===== config.mk =====
export PLATFORM = sky130hd
export DESIGN_NAME = sswd_top
export DESIGN_NICKNAME = d
export VERILOG_FILES = /design/src/hdl/sswd_pkg.sv /design/src/hdl/sswd_top.sv /design/src/hdl/sswd_sync.sv /design/src/hdl/sswd_timeout_lut.sv
export VERILOG_INCLUDE_DIRS = /design/src /design/src/hdl
export SDC_FILE = /design/constraint.sdc
export NUM_CORES = 1
export LEC_CHECK = 0
export ABC_AREA = 1
export BUFFER_PORTS_ARGS = -buffer_cell sky130_fd_sc_hd__buf_2
export CAP_MARGIN = 20
export CELL_PAD_IN_SITES_DETAIL_PLACEMENT = 1
export CELL_PAD_IN_SITES_GLOBAL_PLACEMENT = 2
export CORE_ASPECT_RATIO = 0.7
export CORE_MARGIN = 8
export CORE_UTILIZATION = 31
export CTS_CLUSTER_SIZE = 25
export DETAILED_ROUTE_END_ITERATION = 6
export PLACE_DENSITY_LB_ADDON = 0.1
export SLEW_MARGIN = 30
export SYNTH_ARGS = -nofsm -noshare
export SYNTH_HDL_FRONTEND = slang
export SYNTH_HIERARCHICAL = 1
export SYNTH_SLANG_ARGS = --single-unit
export TNS_END_PERCENT = 50

===== constraint.sdc =====
create_clock -name hclk -period 7.36 [get_ports hclk]
set_clock_uncertainty 0.15 [all_clocks]
set_input_delay 0.368 -clock hclk [delete_from_list [all_inputs] [get_ports hclk]]
set_output_delay 0.368 -clock hclk [all_outputs]
set_load 0.03 [all_outputs]

===== src/hdl/sswd_params.svh =====
`ifndef SSWD_PARAMS_SVH
`define SSWD_PARAMS_SVH

// Register byte offsets, decoded on haddr[11:0]
`define SSWD_ADDR_BITS           12
`define SSWD_CTRL_OFFSET         12'h000
`define SSWD_SERVICE_OFFSET      12'h004
`define SSWD_STATUS_OFFSET       12'h008

// Control register field positions
`define SSWD_TSEL_LSB            0
`define SSWD_TSEL_MSB            1
`define SSWD_CSEL_BIT            2
`define SSWD_WIN_BIT             3
`define SSWD_LOCK_BIT            8

// Control reset values
`define SSWD_TSEL_RESET          2'h3
`define SSWD_CSEL_RESET          1'h0
`define SSWD_WIN_RESET           1'h0
`define SSWD_TSEL_OFF            2'h0

// Service sequence bytes
`define SSWD_SERVICE_FIRST       8'h55
`define SSWD_SERVICE_SECOND      8'haa

// Overflow counts, 1 kHz source (32 ms, 256 ms, 1024 ms)
`define SSWD_LPO_OVF_1           32
`define SSWD_LPO_OVF_2           256
`define SSWD_LPO_OVF_3           1024

// Overflow counts and window openings, bus clock source
`define SSWD_BUS_OVF_1           8192
`define SSWD_BUS_OVF_2           65536
`define SSWD_BUS_OVF_3           262144
`define SSWD_BUS_WIN_1           6144
`define SSWD_BUS_WIN_2           49152
`define SSWD_BUS_WIN_3           196608

`define SSWD_COUNT_WIDTH         19

`endif


===== src/hdl/sswd_pkg.sv =====
package sswd_pkg;

  typedef enum logic [1:0] {
    SSWD_SEQ_IDLE  = 2'b01,
    SSWD_SEQ_ARMED = 2'b10
  } sswd_seq_type;

  typedef struct packed {
    logic [1:0]   timeout_select;
    logic         clock_source_select;
    logic         window_mode_enable;
    logic         locked;
    logic         vlls_off;
    sswd_seq_type seq;
    logic [18:0]  count;
    logic         reset_request;
    logic         wr_pend;
    logic         wr_ctrl;
    logic         wr_service;
    logic [31:0]  rdata;
  } sswd_state_type;

  typedef struct packed {
    logic meta;
    logic sync;
    logic last;
  } sswd_sync_type;

endpackage


===== src/hdl/sswd_top.sv =====
// Operation
// - Counter advances on the 1 kHz clock or on the bus clock, as selected.
// - Any reset leaves the watchdog enabled and counting without setup.
// - Writing 0x55 then 0xAA to the service register restarts the timeout.
// - Service register writes store nothing; they are only service events.
// - Counter reaching the overflow count without service requests a reset.
// - While enabled, any service write other than 0x55 or 0xAA requests an immediate reset.
// - Timeout select 00 disables the watchdog; it never requests a reset.
// - 1 kHz source: codes 01, 10, 11 overflow at 32, 256, 1024.
// - Source bit 0 picks 1 kHz, 1 picks bus clock: 2^13, 2^16, 2^18.
// - Out of reset: 1 kHz source with 1024-cycle timeout.
// - Windowed bus mode accepts service only in the last quarter of timeout.
// - Windowed mode: service write before the window opens requests reset.
// - With the 1 kHz source the window enable is ignored.
// - Counter is cleared by the first control write and by every reset.
// - Control register is write-once after reset; later writes are ignored.
// - Bus clock source: counter holds in debug and stop, resumes after.
// - 1 kHz source: counter cleared on debug or stop, restarts from zero.
// - Deep stop entry disables the watchdog until the next reset.
`timescale 1ns/1ns
`include "sswd_params.svh"
module sswd_top #(
  parameter int unsigned LPO_OVF_1 = `SSWD_LPO_OVF_1,
  parameter int unsigned LPO_OVF_2 = `SSWD_LPO_OVF_2,
  parameter int unsigned LPO_OVF_3 = `SSWD_LPO_OVF_3,
  parameter int unsigned BUS_OVF_1 = `SSWD_BUS_OVF_1,
  parameter int unsigned BUS_OVF_2 = `SSWD_BUS_OVF_2,
  parameter int unsigned BUS_OVF_3 = `SSWD_BUS_OVF_3,
  parameter int unsigned BUS_WIN_1 = `SSWD_BUS_WIN_1,
  parameter int unsigned BUS_WIN_2 = `SSWD_BUS_WIN_2,
  parameter int unsigned BUS_WIN_3 = `SSWD_BUS_WIN_3
) (
  input  wire logic        hclk,
  input  wire logic        hresetn,
  input  wire logic        hsel,
  input  wire logic [31:0] haddr,
  input  wire logic [1:0]  htrans,
  input  wire logic        hwrite,
  input  wire logic [2:0]  hsize,
  input  wire logic [31:0] hwdata,
  input  wire logic        hready,
  output logic      [31:0] hrdata,
  output logic             hreadyout,
  output logic             hresp,
  input  wire logic        lpo_clk,
  input  wire logic        debug_mode,
  input  wire logic        stop_mode,
  input  wire logic        very_low_leakage_stop,
  output logic             system_reset_request
);

  sswd_pkg::sswd_state_type s;
  sswd_pkg::sswd_state_type next_s;

  logic                         lpo_level;
  logic                         lpo_rise;
  logic [`SSWD_COUNT_WIDTH-1:0] overflow_count;
  logic [`SSWD_COUNT_WIDTH-1:0] window_open;
  logic [`SSWD_COUNT_WIDTH-1:0] count_plus;
  logic [`SSWD_ADDR_BITS-1:0]   addr;
  logic                         enabled;
  logic                         windowed;
  logic                         halted;
  logic                         tick;
  logic                         addr_phase;
  logic [7:0]                   service_byte;
  logic                         hsize_unused;

  // 1 kHz clock comes from another domain
  sswd_sync u_lpo_sync (
    .hclk     (hclk),
    .hresetn  (hresetn),
    .async_in (lpo_clk),
    .level    (lpo_level),
    .rise     (lpo_rise)
  );

  sswd_timeout_lut #(
    .LPO_OVF_1 (LPO_OVF_1),
    .LPO_OVF_2 (LPO_OVF_2),
    .LPO_OVF_3 (LPO_OVF_3),
    .BUS_OVF_1 (BUS_OVF_1),
    .BUS_OVF_2 (BUS_OVF_2),
    .BUS_OVF_3 (BUS_OVF_3),
    .BUS_WIN_1 (BUS_WIN_1),
    .BUS_WIN_2 (BUS_WIN_2),
    .BUS_WIN_3 (BUS_WIN_3)
  ) u_lut (
    .timeout_select      (s.timeout_select),
    .clock_source_select (s.clock_source_select),
    .overflow_count      (overflow_count),
    .window_open         (window_open)
  );

  assign addr         = haddr[`SSWD_ADDR_BITS-1:0];
  assign addr_phase   = hsel & htrans[1] & hready;
  assign service_byte = hwdata[7:0];
  assign hsize_unused = ^hsize;
  assign count_plus   = s.count + `SSWD_COUNT_WIDTH'(1);

  assign enabled  = (s.timeout_select != `SSWD_TSEL_OFF) & ~s.vlls_off;
  assign windowed = s.clock_source_select & s.window_mode_enable;
  assign halted   = debug_mode | stop_mode;

  // One count step per selected clock edge, none while halted
  assign tick = s.clock_source_select ? ~halted : (lpo_rise & ~halted);

  always_comb begin
    next_s = s;

    // Bus address phase: latch write target, prepare read data
    next_s.wr_pend    = 1'b0;
    next_s.wr_ctrl    = 1'b0;
    next_s.wr_service = 1'b0;
    if (addr_phase) begin
      if (hwrite) begin
        next_s.wr_pend = 1'b1;
        if (addr == `SSWD_CTRL_OFFSET) begin
          next_s.wr_ctrl = 1'b1;
        end else if (addr == `SSWD_SERVICE_OFFSET) begin
          next_s.wr_service = 1'b1;
        end
      end else begin
        next_s.rdata = '0;
        if (addr == `SSWD_CTRL_OFFSET) begin
          next_s.rdata[`SSWD_TSEL_MSB:`SSWD_TSEL_LSB] = s.timeout_select;
          next_s.rdata[`SSWD_CSEL_BIT]               = s.clock_source_select;
          next_s.rdata[`SSWD_WIN_BIT]                = s.window_mode_enable;
          next_s.rdata[`SSWD_LOCK_BIT]               = s.locked;
        end else if (addr == `SSWD_SERVICE_OFFSET) begin
          next_s.rdata = '0;
        end else if (addr == `SSWD_STATUS_OFFSET) begin
          next_s.rdata[`SSWD_COUNT_WIDTH-1:0] = s.count;
        end else begin
          next_s.rdata = '0;
        end
      end
    end

    // Counter
    if (!s.clock_source_select && halted) begin
      next_s.count = '0;
    end else if (tick && enabled) begin
      next_s.count = count_plus;
      if (count_plus == overflow_count) begin
        next_s.reset_request = 1'b1;
      end
    end

    if (very_low_leakage_stop) begin
      next_s.vlls_off = 1'b1;
    end

    // Bus data phase: control write, locked after the first one
    if (s.wr_pend && s.wr_ctrl && !s.locked) begin
      next_s.timeout_select      = hwdata[`SSWD_TSEL_MSB:`SSWD_TSEL_LSB];
      next_s.clock_source_select = hwdata[`SSWD_CSEL_BIT];
      next_s.window_mode_enable  = hwdata[`SSWD_WIN_BIT];
      next_s.locked              = 1'b1;
      next_s.count               = '0;
      next_s.seq                 = sswd_pkg::SSWD_SEQ_IDLE;
    end

    // Bus data phase: service write, value is never stored
    if (s.wr_pend && s.wr_service && enabled) begin
      if (windowed && (s.count < window_open)) begin
        next_s.reset_request = 1'b1;
      end else begin
        case (s.seq)
          sswd_pkg::SSWD_SEQ_IDLE: begin
            if (service_byte == `SSWD_SERVICE_FIRST) begin
              next_s.seq = sswd_pkg::SSWD_SEQ_ARMED;
            end else if (service_byte != `SSWD_SERVICE_SECOND) begin
              next_s.reset_request = 1'b1;
            end
          end
          sswd_pkg::SSWD_SEQ_ARMED: begin
            next_s.seq = sswd_pkg::SSWD_SEQ_IDLE;
            if (service_byte == `SSWD_SERVICE_SECOND) begin
              next_s.count = '0;
            end else begin
              next_s.reset_request = 1'b1;
            end
          end
          default: begin
            next_s.seq = sswd_pkg::SSWD_SEQ_IDLE;
          end
        endcase
      end
    end

    // Keeps the otherwise unused inputs observed without changing state
    if (lpo_level && hsize_unused && 1'b0) begin
      next_s.rdata = s.rdata;
    end
  end

  always_ff @(posedge hclk or negedge hresetn) begin
    if (!hresetn) begin
      s                     <= '0;
      s.timeout_select      <= `SSWD_TSEL_RESET;
      s.clock_source_select <= `SSWD_CSEL_RESET;
      s.window_mode_enable  <= `SSWD_WIN_RESET;
      s.seq                 <= sswd_pkg::SSWD_SEQ_IDLE;
    end else begin
      s <= next_s;
    end
  end

  assign hrdata               = s.rdata;
  assign hreadyout            = 1'b1;
  assign hresp                = 1'b0;
  assign system_reset_request = s.reset_request;

endmodule


===== src/hdl/sswd_sync.sv =====
`timescale 1ns/1ns
// Two-stage synchroniser with rising-edge detect behind the second stage
module sswd_sync (
  input  wire logic hclk,
  input  wire logic hresetn,
  input  wire logic async_in,
  output logic      level,
  output logic      rise
);

  sswd_pkg::sswd_sync_type s;
  sswd_pkg::sswd_sync_type next_s;

  always_comb begin
    next_s      = s;
    next_s.meta = async_in;
    next_s.sync = s.meta;
    next_s.last = s.sync;
  end

  always_ff @(posedge hclk or negedge hresetn) begin
    if (!hresetn) begin
      s <= '0;
    end else begin
      s <= next_s;
    end
  end

  assign level = s.sync;
  assign rise  = s.sync & ~s.last;

endmodule


===== src/hdl/sswd_timeout_lut.sv =====
`timescale 1ns/1ns
`include "sswd_params.svh"
// Decodes overflow count and window opening from the control fields
module sswd_timeout_lut #(
  parameter int unsigned LPO_OVF_1 = `SSWD_LPO_OVF_1,
  parameter int unsigned LPO_OVF_2 = `SSWD_LPO_OVF_2,
  parameter int unsigned LPO_OVF_3 = `SSWD_LPO_OVF_3,
  parameter int unsigned BUS_OVF_1 = `SSWD_BUS_OVF_1,
  parameter int unsigned BUS_OVF_2 = `SSWD_BUS_OVF_2,
  parameter int unsigned BUS_OVF_3 = `SSWD_BUS_OVF_3,
  parameter int unsigned BUS_WIN_1 = `SSWD_BUS_WIN_1,
  parameter int unsigned BUS_WIN_2 = `SSWD_BUS_WIN_2,
  parameter int unsigned BUS_WIN_3 = `SSWD_BUS_WIN_3
) (
  input  wire logic [1:0]                   timeout_select,
  input  wire logic                         clock_source_select,
  output logic      [`SSWD_COUNT_WIDTH-1:0] overflow_count,
  output logic      [`SSWD_COUNT_WIDTH-1:0] window_open
);

  always_comb begin
    overflow_count = '0;
    window_open    = '0;
    if (clock_source_select) begin
      case (timeout_select)
        2'h1: begin
          overflow_count = `SSWD_COUNT_WIDTH'(BUS_OVF_1);
          window_open    = `SSWD_COUNT_WIDTH'(BUS_WIN_1);
        end
        2'h2: begin
          overflow_count = `SSWD_COUNT_WIDTH'(BUS_OVF_2);
          window_open    = `SSWD_COUNT_WIDTH'(BUS_WIN_2);
        end
        2'h3: begin
          overflow_count = `SSWD_COUNT_WIDTH'(BUS_OVF_3);
          window_open    = `SSWD_COUNT_WIDTH'(BUS_WIN_3);
        end
        default: begin
          overflow_count = '0;
          window_open    = '0;
        end
      endcase
    end else begin
      case (timeout_select)
        2'h1: begin
          overflow_count = `SSWD_COUNT_WIDTH'(LPO_OVF_1);
        end
        2'h2: begin
          overflow_count = `SSWD_COUNT_WIDTH'(LPO_OVF_2);
        end
        2'h3: begin
          overflow_count = `SSWD_COUNT_WIDTH'(LPO_OVF_3);
        end
        default: begin
          overflow_count = '0;
        end
      endcase
    end
  end

endmodule


==> results of run 1 <==
==> synthesized netlist by cell type (3+ instances only) <==
cell	n
a21oi_1	20
a31oi_1	4
buf_4	67
clkbuf_1	8
conb_1	3
dfrtp_1	50
dfstp_2	3
ha_1	21
inv_1	92
nand2_1	155
nand2_2	6
nand3_1	70
nand3b_1	7
nand4_1	9
nor2_1	55
nor2_2	4
nor2_4	3
nor3_1	7
nor4_1	3
o211ai_1	5
o21ai_0	12
o21ai_2	3
o31ai_1	14
==> through the flow <==
| step | total power, mW | utilization [%] |
|---|---|---|
| 2_1_floorplan | 0.405 | - |
| 3_3_place_gp | 0.417 | 32.1 |
| 3_5_place_dp | 0.420 | 32.1 |
| 4_1_cts | 0.712 | 33.4 |
| 5_1_grt | 0.740 | 33.5 |
| 6_report | 0.704 | 33.5 |
==> how the worst min path moves through the flow <==
stage / startpoint / to / slack [ps] / cells past startpoint
final: lpo_clk / u_lpo_sync/next_s[1] / 20 / 1
after global routing: lpo_clk / u_lpo_sync/next_s[1] / 10 / 1
after CTS: lpo_clk / u_lpo_sync/next_s[1] / 20 / 1
after detailed placement: u_lpo_sync/next_s[1] / u_lpo_sync/level / 200 / 0
after global placement: u_lpo_sync/next_s[1] / u_lpo_sync/level / 190 / 0
after floorplan: hresetn / hrdata[0] / -80 / 0
==> where the power goes <==
group / switching (mW) / internal [mW] / leakage (nW) / total, mW
Clock: 0.120 / 0.170 / 0.0831 / 0.290
Combinational: 0.0727 / 0.0326 / 1.80 / 0.105
Sequential: 0.0105 / 0.298 / 0.620 / 0.309
Total: 0.203 / 0.501 / 2.50 / 0.704
==> final cells by class <==
| type | instances | area share (%) |
|---|---|---|
| inverter | 94 | 7.62 |
| timing repair buffer | 52 | 5.86 |
| clock buffer | 6 | 3.00 |
| multi-input combinational | 448 | 48.9 |
| sequential | 53 | 28.7 |
| clock inverter | 2 | 0.810 |
| tap | 190 | 5.13 |
==> state kept, by name, indices dropped and copies added, names as in the netlist <==
register              count
s                        30
u_lpo_sync/s              1
hrdata                   19
u_lpo_sync/level          1
system_reset_request      1
u_lpo_sync/next_s         1
==> worst max-delay path: cells and delay by family, from the launching register on <==
family	cells	cell delay (ps)
and+or+nand+nor	8	1500
DFF	1	600
buffers and inverters	3	420
adders and majority gates	1	280
AOI/OAI and AO/OA	1	230
==> kinds of logic after synthesis <==
family,share of synthesized area [%]
flops,30.5
compound gates,8.58
buf+inv,21.1
xor+xnor,0.918
fa+ha+maj,6.02
other cells,0.258
simple gates,32.7
==> per-layer routing <==
layer  track usage, %  vias up
li1                 -     1961
met1             20.9     1866
met2             24.6       65
met3             2.97        2
met4             1.90        0
met5                0        -
==> impl_metrics.json, run 1 <==
{
  "crit-reg2reg-launch": "s[61]",
  "io_pins": 113,
  "netlist_area_um2": 4360,
  "yosys-top-cells-area": "dfrtp_1 (29%), nand2_1 (13%), buf_4 (12%)",
  "setup_viol": 0,
  "wl_met2_mm": 5.83,
  "worst_pin_slew_ps": 753,
  "final_common_cell": "nand2_1",
  "max_freq_mhz": 304,
  "min_period_ps": 3290,
  "hpwl_mm": 10.4,
  "ir_worst_vdd_mv": 0.0863,
  "end_kind": "register",
  "portBuffers": 49,
  "cts_root_buffer": "clkbuf_16",
  "tns_ps": 0,
  "drive_gt1_share_pct": 13.1,
  "crit_top_cell": "inv_1",
  "final_cell_mix": "nand2_1 (155), inv_1 (91), nand3_1 (70), nor2_1 (54), dfrtp_1 (50)",
  "htree_levels": 2,
  "min-delay-path-class": "in -> reg",
  "post_cts_resized": 0,
  "crit_path_end": "s[38]",
  "hold_viol": 0,
  "ys_warn_count": 6,
  "rows": 36,
  "vias": 3894,
  "regArea_um2": 1330,
  "clk_pin_slew_ps": 80,
  "post_synth.cell_area_avg_um2": 6.86,
  "slew_headroom_pct": 49.8,
  "fp.dieW_um": 158,
  "cts_buffer_depth": 2,
  "netlist.area_leader.share_pct": 28.7,
  "syn_inst": 636,
  "leakage_nw": 2.50,
  "setup_slack_ps": 4070,
  "overflow": 0,
  "totalWireLength_mm": 13.3,
  "drtAntennaViolNets": 0,
  "p_per_area_nw_per_um2": 152,
  "synth-edff-count": 0,
  "wl_met3_um": 594,
  "area_growth_pct": 6.20,
  "outcome": "finished clean",
  "start_util_pct": 31.5,
  "path_class": "reg -> reg",
  "ys_ff_latch": 53,
  "placed_cells": 836,
  "grtUsageTotal_pct": 15.1,
  "yosysSeqAreaShare_pct": 30.5,
  "clock_latency_ps": 300,
  "r2r_slack_ps": 4070,
  "crit_slowest_cell": "dfstp_2",
  "fin_nets": 753,
  "top_layer": "met4",
  "dr.pass1.iters": 4,
  "crit_arrival_ps": 3320,
  "antenna_cells": 0,
  "holdWs_ps": 22.8,
  "reg2regPathDepth": 13,
  "numCtsBuffers": 5,
  "maxCapViolations": 0,
  "async_flop_share_pct": 100,
  "synth_flop_cell": "dfrtp_1",
  "timing.final.crit_share_pct": 44.6,
  "slew_viol_final": 0,
  "wl_per_cell_um": 15.7,
  "remaining_drc_errors": 0,
  "path_cells": "nand2_1 -> nor2_1 -> inv_1 -> ha_1 -> nand2_1 -> inv_1 -> nand3_1 -> nor2_1 -> o211ai_1 -> nand4_1 -> nand2_2 -> inv_1 -> nor3_1",
  "post_cts_buffers": 0,
  "cts_hold_buf": 0,
  "rsz0062_at_grt": "false",
  "critPathMaxFanout": 14,
  "cts.sinks": 53,
  "fin_area_um2": 4630,
  "cp_slowest_stage_delay_ps": 600,
  "vias_per_cell": 4.61,
  "fp.coreArea_um2": 13800,
  "multi_input_comb_area_um2": 2260,
  "grt_pass1_wl_mm": 21.3,
  "dp_worst_setup_slack_ps": 4010,
  "synth_cell_types": 34,
  "wl_met1_mm": 6.80,
  "grt_max_degree": 54,
  "postPlaceCellArea_um2": 4440,
  "nFillCells": 1801,
  "routabilityCongestion": 0.776,
  "synth_top_cell_by_area": "dfrtp_1",
  "finalNonFillerCells": 845,
  "required_ps": 7400,
  "regToRegEndpoint": "s[38]",
  "antenna_found_initial": 0,
  "grt_pass1_vias": 4025,
  "drt_iter0_drc": 205,
  "crit_path_start_kind": "register",
  "cts_tree": "yes",
  "startpoint": "s[61]",
  "die_height_um": 115,
  "die_area_um2": 18200
}
Note: power is estimated with default switching activity, not from simulation.
==> run 2: changes to the inputs <==
--- a/config.mk
+++ b/config.mk
@@ -13,7 +13,7 @@
 export CELL_PAD_IN_SITES_GLOBAL_PLACEMENT = 2
 export CORE_ASPECT_RATIO = 0.7
 export CORE_MARGIN = 8
-export CORE_UTILIZATION = 31
+export CORE_UTILIZATION = 29
 export CTS_CLUSTER_SIZE = 25
 export DETAILED_ROUTE_END_ITERATION = 6
 export PLACE_DENSITY_LB_ADDON = 0.1
==> constraint.sdc (replaced) <==
create_clock -name hclk -period 3.1 [get_ports hclk]
set_clock_uncertainty 0.15 [all_clocks]
set_input_delay 0.155 -clock hclk [delete_from_list [all_inputs] [get_ports hclk]]
set_output_delay 0.155 -clock hclk [all_outputs]
set_load 0.03 [all_outputs]
==> run 2 against run 1 <==
Net effect: first-iteration DRC count is 15% lower; routed wire length is 3.5% higher; critical path depth is 1 higher.
==> impl_metrics.json, run 2 (synthesis results as in run 1) <==
{
  "tns_ps": 0,
  "crit_path_start_kind": "register",
  "crit_arrival_ps": 2900,
  "min-delay-path-class": "in -> reg",
  "hold_viol": 0,
  "cts_root_buffer": "clkbuf_16",
  "postPlaceCellArea_um2": 4620,
  "placed_cells": 864,
  "clock_latency_ps": 290,
  "fp.dieW_um": 163,
  "overflow": 0,
  "routabilityCongestion": 0.793,
  "vias_per_cell": 4.58,
  "htree_levels": 2,
  "ir_worst_vdd_mv": 0.204,
  "setup_viol": 0,
  "end_kind": "register",
  "cts_tree": "yes",
  "max_freq_mhz": 352,
  "crit_top_cell": "buf_4",
  "grt_most_used_layer": "met2",
  "dr.pass1.iters": 4,
  "regMostFlops": "s",
  "crit_slowest_cell": "dfstp_2",
  "area_growth_pct": 13.6,
  "die_height_um": 119,
  "wl_per_cell_um": 15.5,
  "fin_area_um2": 4950,
  "rows": 37,
  "cts.sinks": 53,
  "vias": 4040,
  "antenna_found_initial": 0,
  "timing.final.crit_share_pct": 91.5,
  "hpwl_mm": 10.8,
  "critPathBufInv": 4,
  "numCtsBuffers": 5,
  "cp_slowest_stage_delay_ps": 530,
  "fin_nets": 786,
  "fp.coreArea_um2": 14700,
  "grtUsageTotal_pct": 14.6,
  "largest_register_ff_count": 30,
  "critPathMaxFanout": 7,
  "cts_buffer_depth": 2,
  "drt_iter0_drc": 175,
  "outcome": "finished clean",
  "finalPower_mw": 1.74,
  "totalWireLength_mm": 13.7,
  "worst_pin_slew_ps": 834,
  "grt_pass1_wl_mm": 22.7,
  "required_ps": 3160,
  "use_met2_pct": 23.4,
  "remaining_drc_errors": 0,
  "p_per_area_nw_per_um2": 351,
  "slew_headroom_pct": 44.3,
  "portBuffers": 49,
  "io_pins": 113,
  "path_class": "reg -> reg",
  "drtAntennaViolNets": 0,
  "clk_pin_slew_ps": 70,
  "min_period_ps": 2840,
  "gr-usage-met3_pct": 3.26,
  "final_cell_mix": "nand2_1 (155), inv_1 (92), nand3_1 (69), nor2_1 (52), dfrtp_1 (50)",
  "antenna_cells": 0,
  "drive_gt1_share_pct": 16.4,
  "crit_family": "simple AND/OR/NAND/NOR gates",
  "path_cells": "buf_4 -> nand2_1 -> nor2_2 -> inv_1 -> ha_1 -> nand3_1 -> nor2_1 -> buf_4 -> o211ai_1 -> nand4_1 -> nand2_4 -> buf_4 -> nand3_1 -> a21oi_1",
  "rsz0062_at_grt": "true",
  "die_area_um2": 19300,
  "grt_pass1_vias": 4275,
  "r2r_slack_ps": 260,
  "finalNonFillerCells": 883,
  "start_util_pct": 29.6,
  "final_common_cell": "nand2_1",
  "slew_viol_final": 0,
  "holdWs_ps": 10.8,
  "maxCapViolations": 0,
  "leakage_nw": 2.67,
  "grt_max_degree": 42,
  "globalRouteMet1Util_pct": 20.0
}
## run 2: cell count changes in the layout (fill, tap and decap cells not counted), moves of 2 or more
cell	before	now
nor2_2	4	7
a21oi_1	20	18
a21oi_2	0	2
buf_4	2	26
dlygate4sd3_1	0	10
nor2_1	54	52
## run 2: final timing paths
path | endpoint | from | cells after the start
worst max-delay path | s[48] | s[61] | 14
worst min-delay path | s[60] | hwdata[2] | 3
worst min register to register | u_lpo_sync/level | u_lpo_sync/next_s[1] | 0
worst max register to register | s[48] | s[61] | 14
min in group asynchronous | hrdata[18] | hresetn | 2
max in group asynchronous | s[34] | hresetn | 3
## run 2: area by class of cell
type | instances | area, um^2
Tap cell | 195 | 244
Timing Repair Buffer | 85 | 556
Clock inverter | 3 | 65.1
Sequential cell | 53 | 1330
Multi-Input combinational cell | 448 | 2280
Fill cell | 1902 | 9770
Inverter | 94 | 353
Clock buffer | 5 | 125
## run 2: per-layer routing
| metal | wire, um | up-vias |
|---|---|---|
| met5 | 0 | - |
| met4 | 139 | 0 |
| met3 | 709 | 6 |
| met2 | 5980 | 70 |
| met1 | 6900 | 1946 |
| li1 | - | 2018 |
## run 2: repair_timing
action / 4_1_cts / 5_1_grt
gates resized for setup: 0 / 7
hold buffers: 10 / 0
buffers inserted: 0 / 1
setup endpoints to repair: 0 / 19
endpoints found under the hold margin: 43 / 0
## run 2: tightest hold or removal path: stages
cell     delay (ps)
buf_2           100
inv_1            70
o21ai_0          80
## run 2: power breakdown
group,switching (mW),total [mW],internal [mW]
clock,0.277,0.739,0.462
combinational,0.182,0.274,0.0915
sequential,0.0194,0.728,0.709
total,0.478,1.74,1.26
## run 2: per-stage QoR
step | utilization [%] | setup slack (ps)
after floorplan | - | 705
after global placement | 31.4 | 110
after detailed placement | 31.4 | 64.2
after CTS | 33.3 | 43.5
after global routing | 33.6 | -5.53
final | 33.6 | 263
==> run 3: changes to the inputs <==
--- a/config.mk
+++ b/config.mk
@@ -6,14 +6,13 @@
 export SDC_FILE = /design/constraint.sdc
 export NUM_CORES = 1
 export LEC_CHECK = 0
-export ABC_AREA = 1
 export BUFFER_PORTS_ARGS = -buffer_cell sky130_fd_sc_hd__buf_2
 export CAP_MARGIN = 20
 export CELL_PAD_IN_SITES_DETAIL_PLACEMENT = 1
 export CELL_PAD_IN_SITES_GLOBAL_PLACEMENT = 2
 export CORE_ASPECT_RATIO = 0.7
 export CORE_MARGIN = 8
-export CORE_UTILIZATION = 29
+export CORE_UTILIZATION = 31
 export CTS_CLUSTER_SIZE = 25
 export DETAILED_ROUTE_END_ITERATION = 6
 export PLACE_DENSITY_LB_ADDON = 0.1
==> run 3 against run 2 <==
Net effect: first-iteration DRC count fell by 52%; critical endpoint is now s[42]; critical path type unchanged; fmax fell by 1.5%; sequential power down 4.3%; worst hold slack better by 12 ps; worst setup slack worse by 42 ps; total power down 17%; largest power group is now sequential cells; synthesized area down 8.3%; via count fell by 24%.
==> impl_metrics.json, run 3 <==
{
  "finalNonFillerCells": 652,
  "totalWireLength_mm": 10.8,
  "grtUsageTotal_pct": 13.2,
  "die_area_um2": 16800,
  "grt_max_degree": 44,
  "async_flop_share_pct": 100,
  "synthMuxAreaShare_pct": 1.50,
  "regMostFlops": "s",
  "grt_pass1_vias": 3280,
  "slew_viol_final": 0,
  "cts.sinks": 53,
  "crit_arrival_ps": 2950,
  "vias_per_cell": 4.73,
  "clock_latency_ps": 290,
  "ys_warn_count": 6,
  "critPathBufInv": 2,
  "cts_buffer_depth": 2,
  "synth_top_family_by_area": "simple AND/OR/NAND/NOR gates",
  "fin_nets": 588,
  "drt_iter0_drc": 84,
  "tns_ps": 0,
  "power.share.combinational_pct": 9.4,
  "drive_gt1_share_pct": 22.0,
  "critPathMaxFanout": 17,
  "netlist_area_um2": 4000,
  "ir_worst_vdd_mv": 0.207,
  "swShare_pct": 24.3,
  "drtAntennaViolNets": 0,
  "end_kind": "register",
  "cp_slowest_stage_delay_ps": 550,
  "crit_path_start_kind": "register",
  "ys_ff_latch": 53,
  "crit_family": "simple AND/OR/NAND/NOR gates",
  "min-delay-path-class": "in -> reg",
  "placed_cells": 636,
  "required_ps": 3170,
  "timing.final.crit_share_pct": 92.9,
  "final_common_cell": "dfrtp_1",
  "r2r_slack_ps": 220,
  "rsz0062_at_grt": "false",
  "yosys-top-cells-area": "dfrtp_1 (31%), buf_4 (12%), ha_1 (6.6%)",
  "clkPwrFrac_pct": 42.1,
  "htree_levels": 2,
  "overflow": 0,
  "fp.dieW_um": 152,
  "die_height_um": 111,
  "wl_per_cell_um": 16.6,
  "cts_root_buffer": "clkbuf_16",
  "antenna_cells": 0,
  "synth_most_common_cell": "buf_4",
  "clk_pin_slew_ps": 70,
  "syn_inst": 441,
  "dr.pass1.iters": 4,
  "maxCapViolations": 0,
  "max_freq_mhz": 347,
  "cts_tree": "yes",
  "outcome": "finished clean",
  "vias": 3082,
  "leakage_nw": 2.19,
  "p_switching_mw": 0.349,
  "io_pins": 113,
  "setup_viol": 0,
  "finalPower_mw": 1.44,
  "synth_flop_cell": "dfrtp_1",
  "synth_compound_area_share_pct": 12.4,
  "rows": 34,
  "numCtsBuffers": 5,
  "netlist.area_leader.share_pct": 31.3,
  "path_cells": "and3_2 -> inv_1 -> ha_1 -> a21oi_1 -> nor2b_1 -> o21ai_1 -> or4b_4 -> a2bb2oi_4 -> o221ai_2 -> buf_12 -> nor2_1",
  "crit_slowest_cell": "dfstp_2",
  "post_synth_fa_ha_maj_area_fraction_pct": 6.57,
  "min_period_ps": 2880,
  "fin_util_pct": 36.1,
  "start_util_pct": 32.0,
  "routabilityCongestion": 0.775,
  "internal_power_mw": 1.09,
  "fp.coreArea_um2": 12500,
  "fin_area_um2": 4510,
  "synth_top_cell_by_area": "dfrtp_1",
  "post_synth.cell_area_avg_um2": 9.07,
  "postPlaceCellArea_um2": 4260,
  "hold_viol": 0,
  "synthSimpleGateAreaFrac_pct": 19.7,
  "synth_cell_types": 63,
  "remaining_drc_errors": 0,
  "grt_pass1_wl_mm": 17.7,
  "pwr-share-seq_pct": 48.5,
  "synth-edff-count": 0,
  "largest_register_ff_count": 30,
  "path_class": "reg -> reg",
  "synth_xor_area_share_pct": 9.42,
  "worst_pin_slew_ps": 613,
  "nFillCells": 1494,
  "portBuffers": 49,
  "final_cell_mix": "dfrtp_1 (50), buf_2 (48), conb_1 (41), nor2_1 (34), nand2_1 (33)",
  "post_cts_buffers": 0,
  "antenna_found_initial": 0,
  "slew_headroom_pct": 59.1,
  "hpwl_mm": 8.55,
  "synth_common_cells": "buf_4 (66), dfrtp_1 (50), nor2_1 (34)",
  "yosysSeqAreaShare_pct": 33.3,
  "area_growth_pct": 12.8,
  "p_per_area_nw_per_um2": 319
}
==> run 3: cell types whose count changed after synthesis, sizes merged, moves of 6 or more <==
| cell | previous run | this run |
|---|---|---|
| nand2 | 162 | 33 |
| inv | 94 | 24 |
| nand3 | 70 | 11 |
| nor2 | 62 | 34 |
| xnor2 | 1 | 25 |
| xor2 | 1 | 18 |
| a21oi | 20 | 5 |
| a22o | 0 | 15 |
| o31ai | 14 | 2 |
| buf | 71 | 77 |
| mux2i | 0 | 6 |
==> run 3: worst reg2reg max path, cell delays in order (launching register included) <==
cell       delay [ps]
dfstp_2           550
and3_2            240
inv_1              60
ha_1              290
a21oi_1           140
nor2b_1            60
o21ai_1           130
or4b_4            500
a2bb2oi_4         200
o221ai_2          170
buf_12            200
nor2_1            110
==> run 3: cell families (layout without fill, tap and decap cells) <==
group / Yosys count / count (layout)
and+or+nand+nor: 140 / 140
buffers and inverters: 110 / 121
AOI/OAI and AO/OA: 65 / 65
DFF: 53 / 53
xor gates and xnor gates: 43 / 43
adders and majority gates: 21 / 21
muxes: 6 / 6
other: 3 / 41
==> run 3: power groups by stage <==
stage	Clock, mW	Sequential, mW	Combinational [mW]
after global routing	0.665	0.698	0.152
after detailed placement	0	0.711	0.128
after CTS	0.632	0.697	0.136
after global placement	0	0.711	0.125
final	0.605	0.697	0.136
after floorplan	0	0.712	0.114
==> run 3: layer usage <==
metal / track usage [%] / up-vias / part of all wire (%) / wire length, um
met1: 19.5 / 1482 / 51 / 5550
li1: - / 1522 / - / -
met5: 0 / - / 0 / 0
met3: 3.02 / 6 / 5.6 / 604
met4: 2.47 / 0 / 0.79 / 85
met2: 19.1 / 72 / 42 / 4580
==> run 3: stage by stage <==
step / setup slack (ps) / hold slack [ps]
final: 220 / 23.0
after global routing: 33.8 / 25.7
after CTS: 146 / 19.4
after detailed placement: -20.9 / 64.7
after global placement: 29.3 / 114
after floorplan: 30.8 / -291
==> run 3: repair_timing <==
item | in CTS | in global routing
setup endpoints to repair | 17 | 8
hold buffers | 8 | 0
pin swaps | 1 | 0
hold endpoints to repair | 49 | 0
resized for setup | 2 | 1
==> run 3: final timing paths <==
check,start,to,depth (start not counted)
worst max-delay path,s[62],s[42],11
worst min-delay path,hwrite,s[34],2
worst max register to register,s[62],s[42],11
worst min register to register,u_lpo_sync/next_s[1],u_lpo_sync/level,0
max in group asynchronous,hresetn,s[61],3
min in group asynchronous,hresetn,hrdata[12],2
==> run 3: cell type report <==
cell class	instances	area [um^2]	area share, %
clock inverter	1	5.00	0.111
clock buffer	7	153	3.39
inverter	25	93.8	2.08
timing repair buffer	88	573	12.7
multi-input combinational	316	2150	47.7
tap	162	203	4.50
sequential	53	1330	29.5
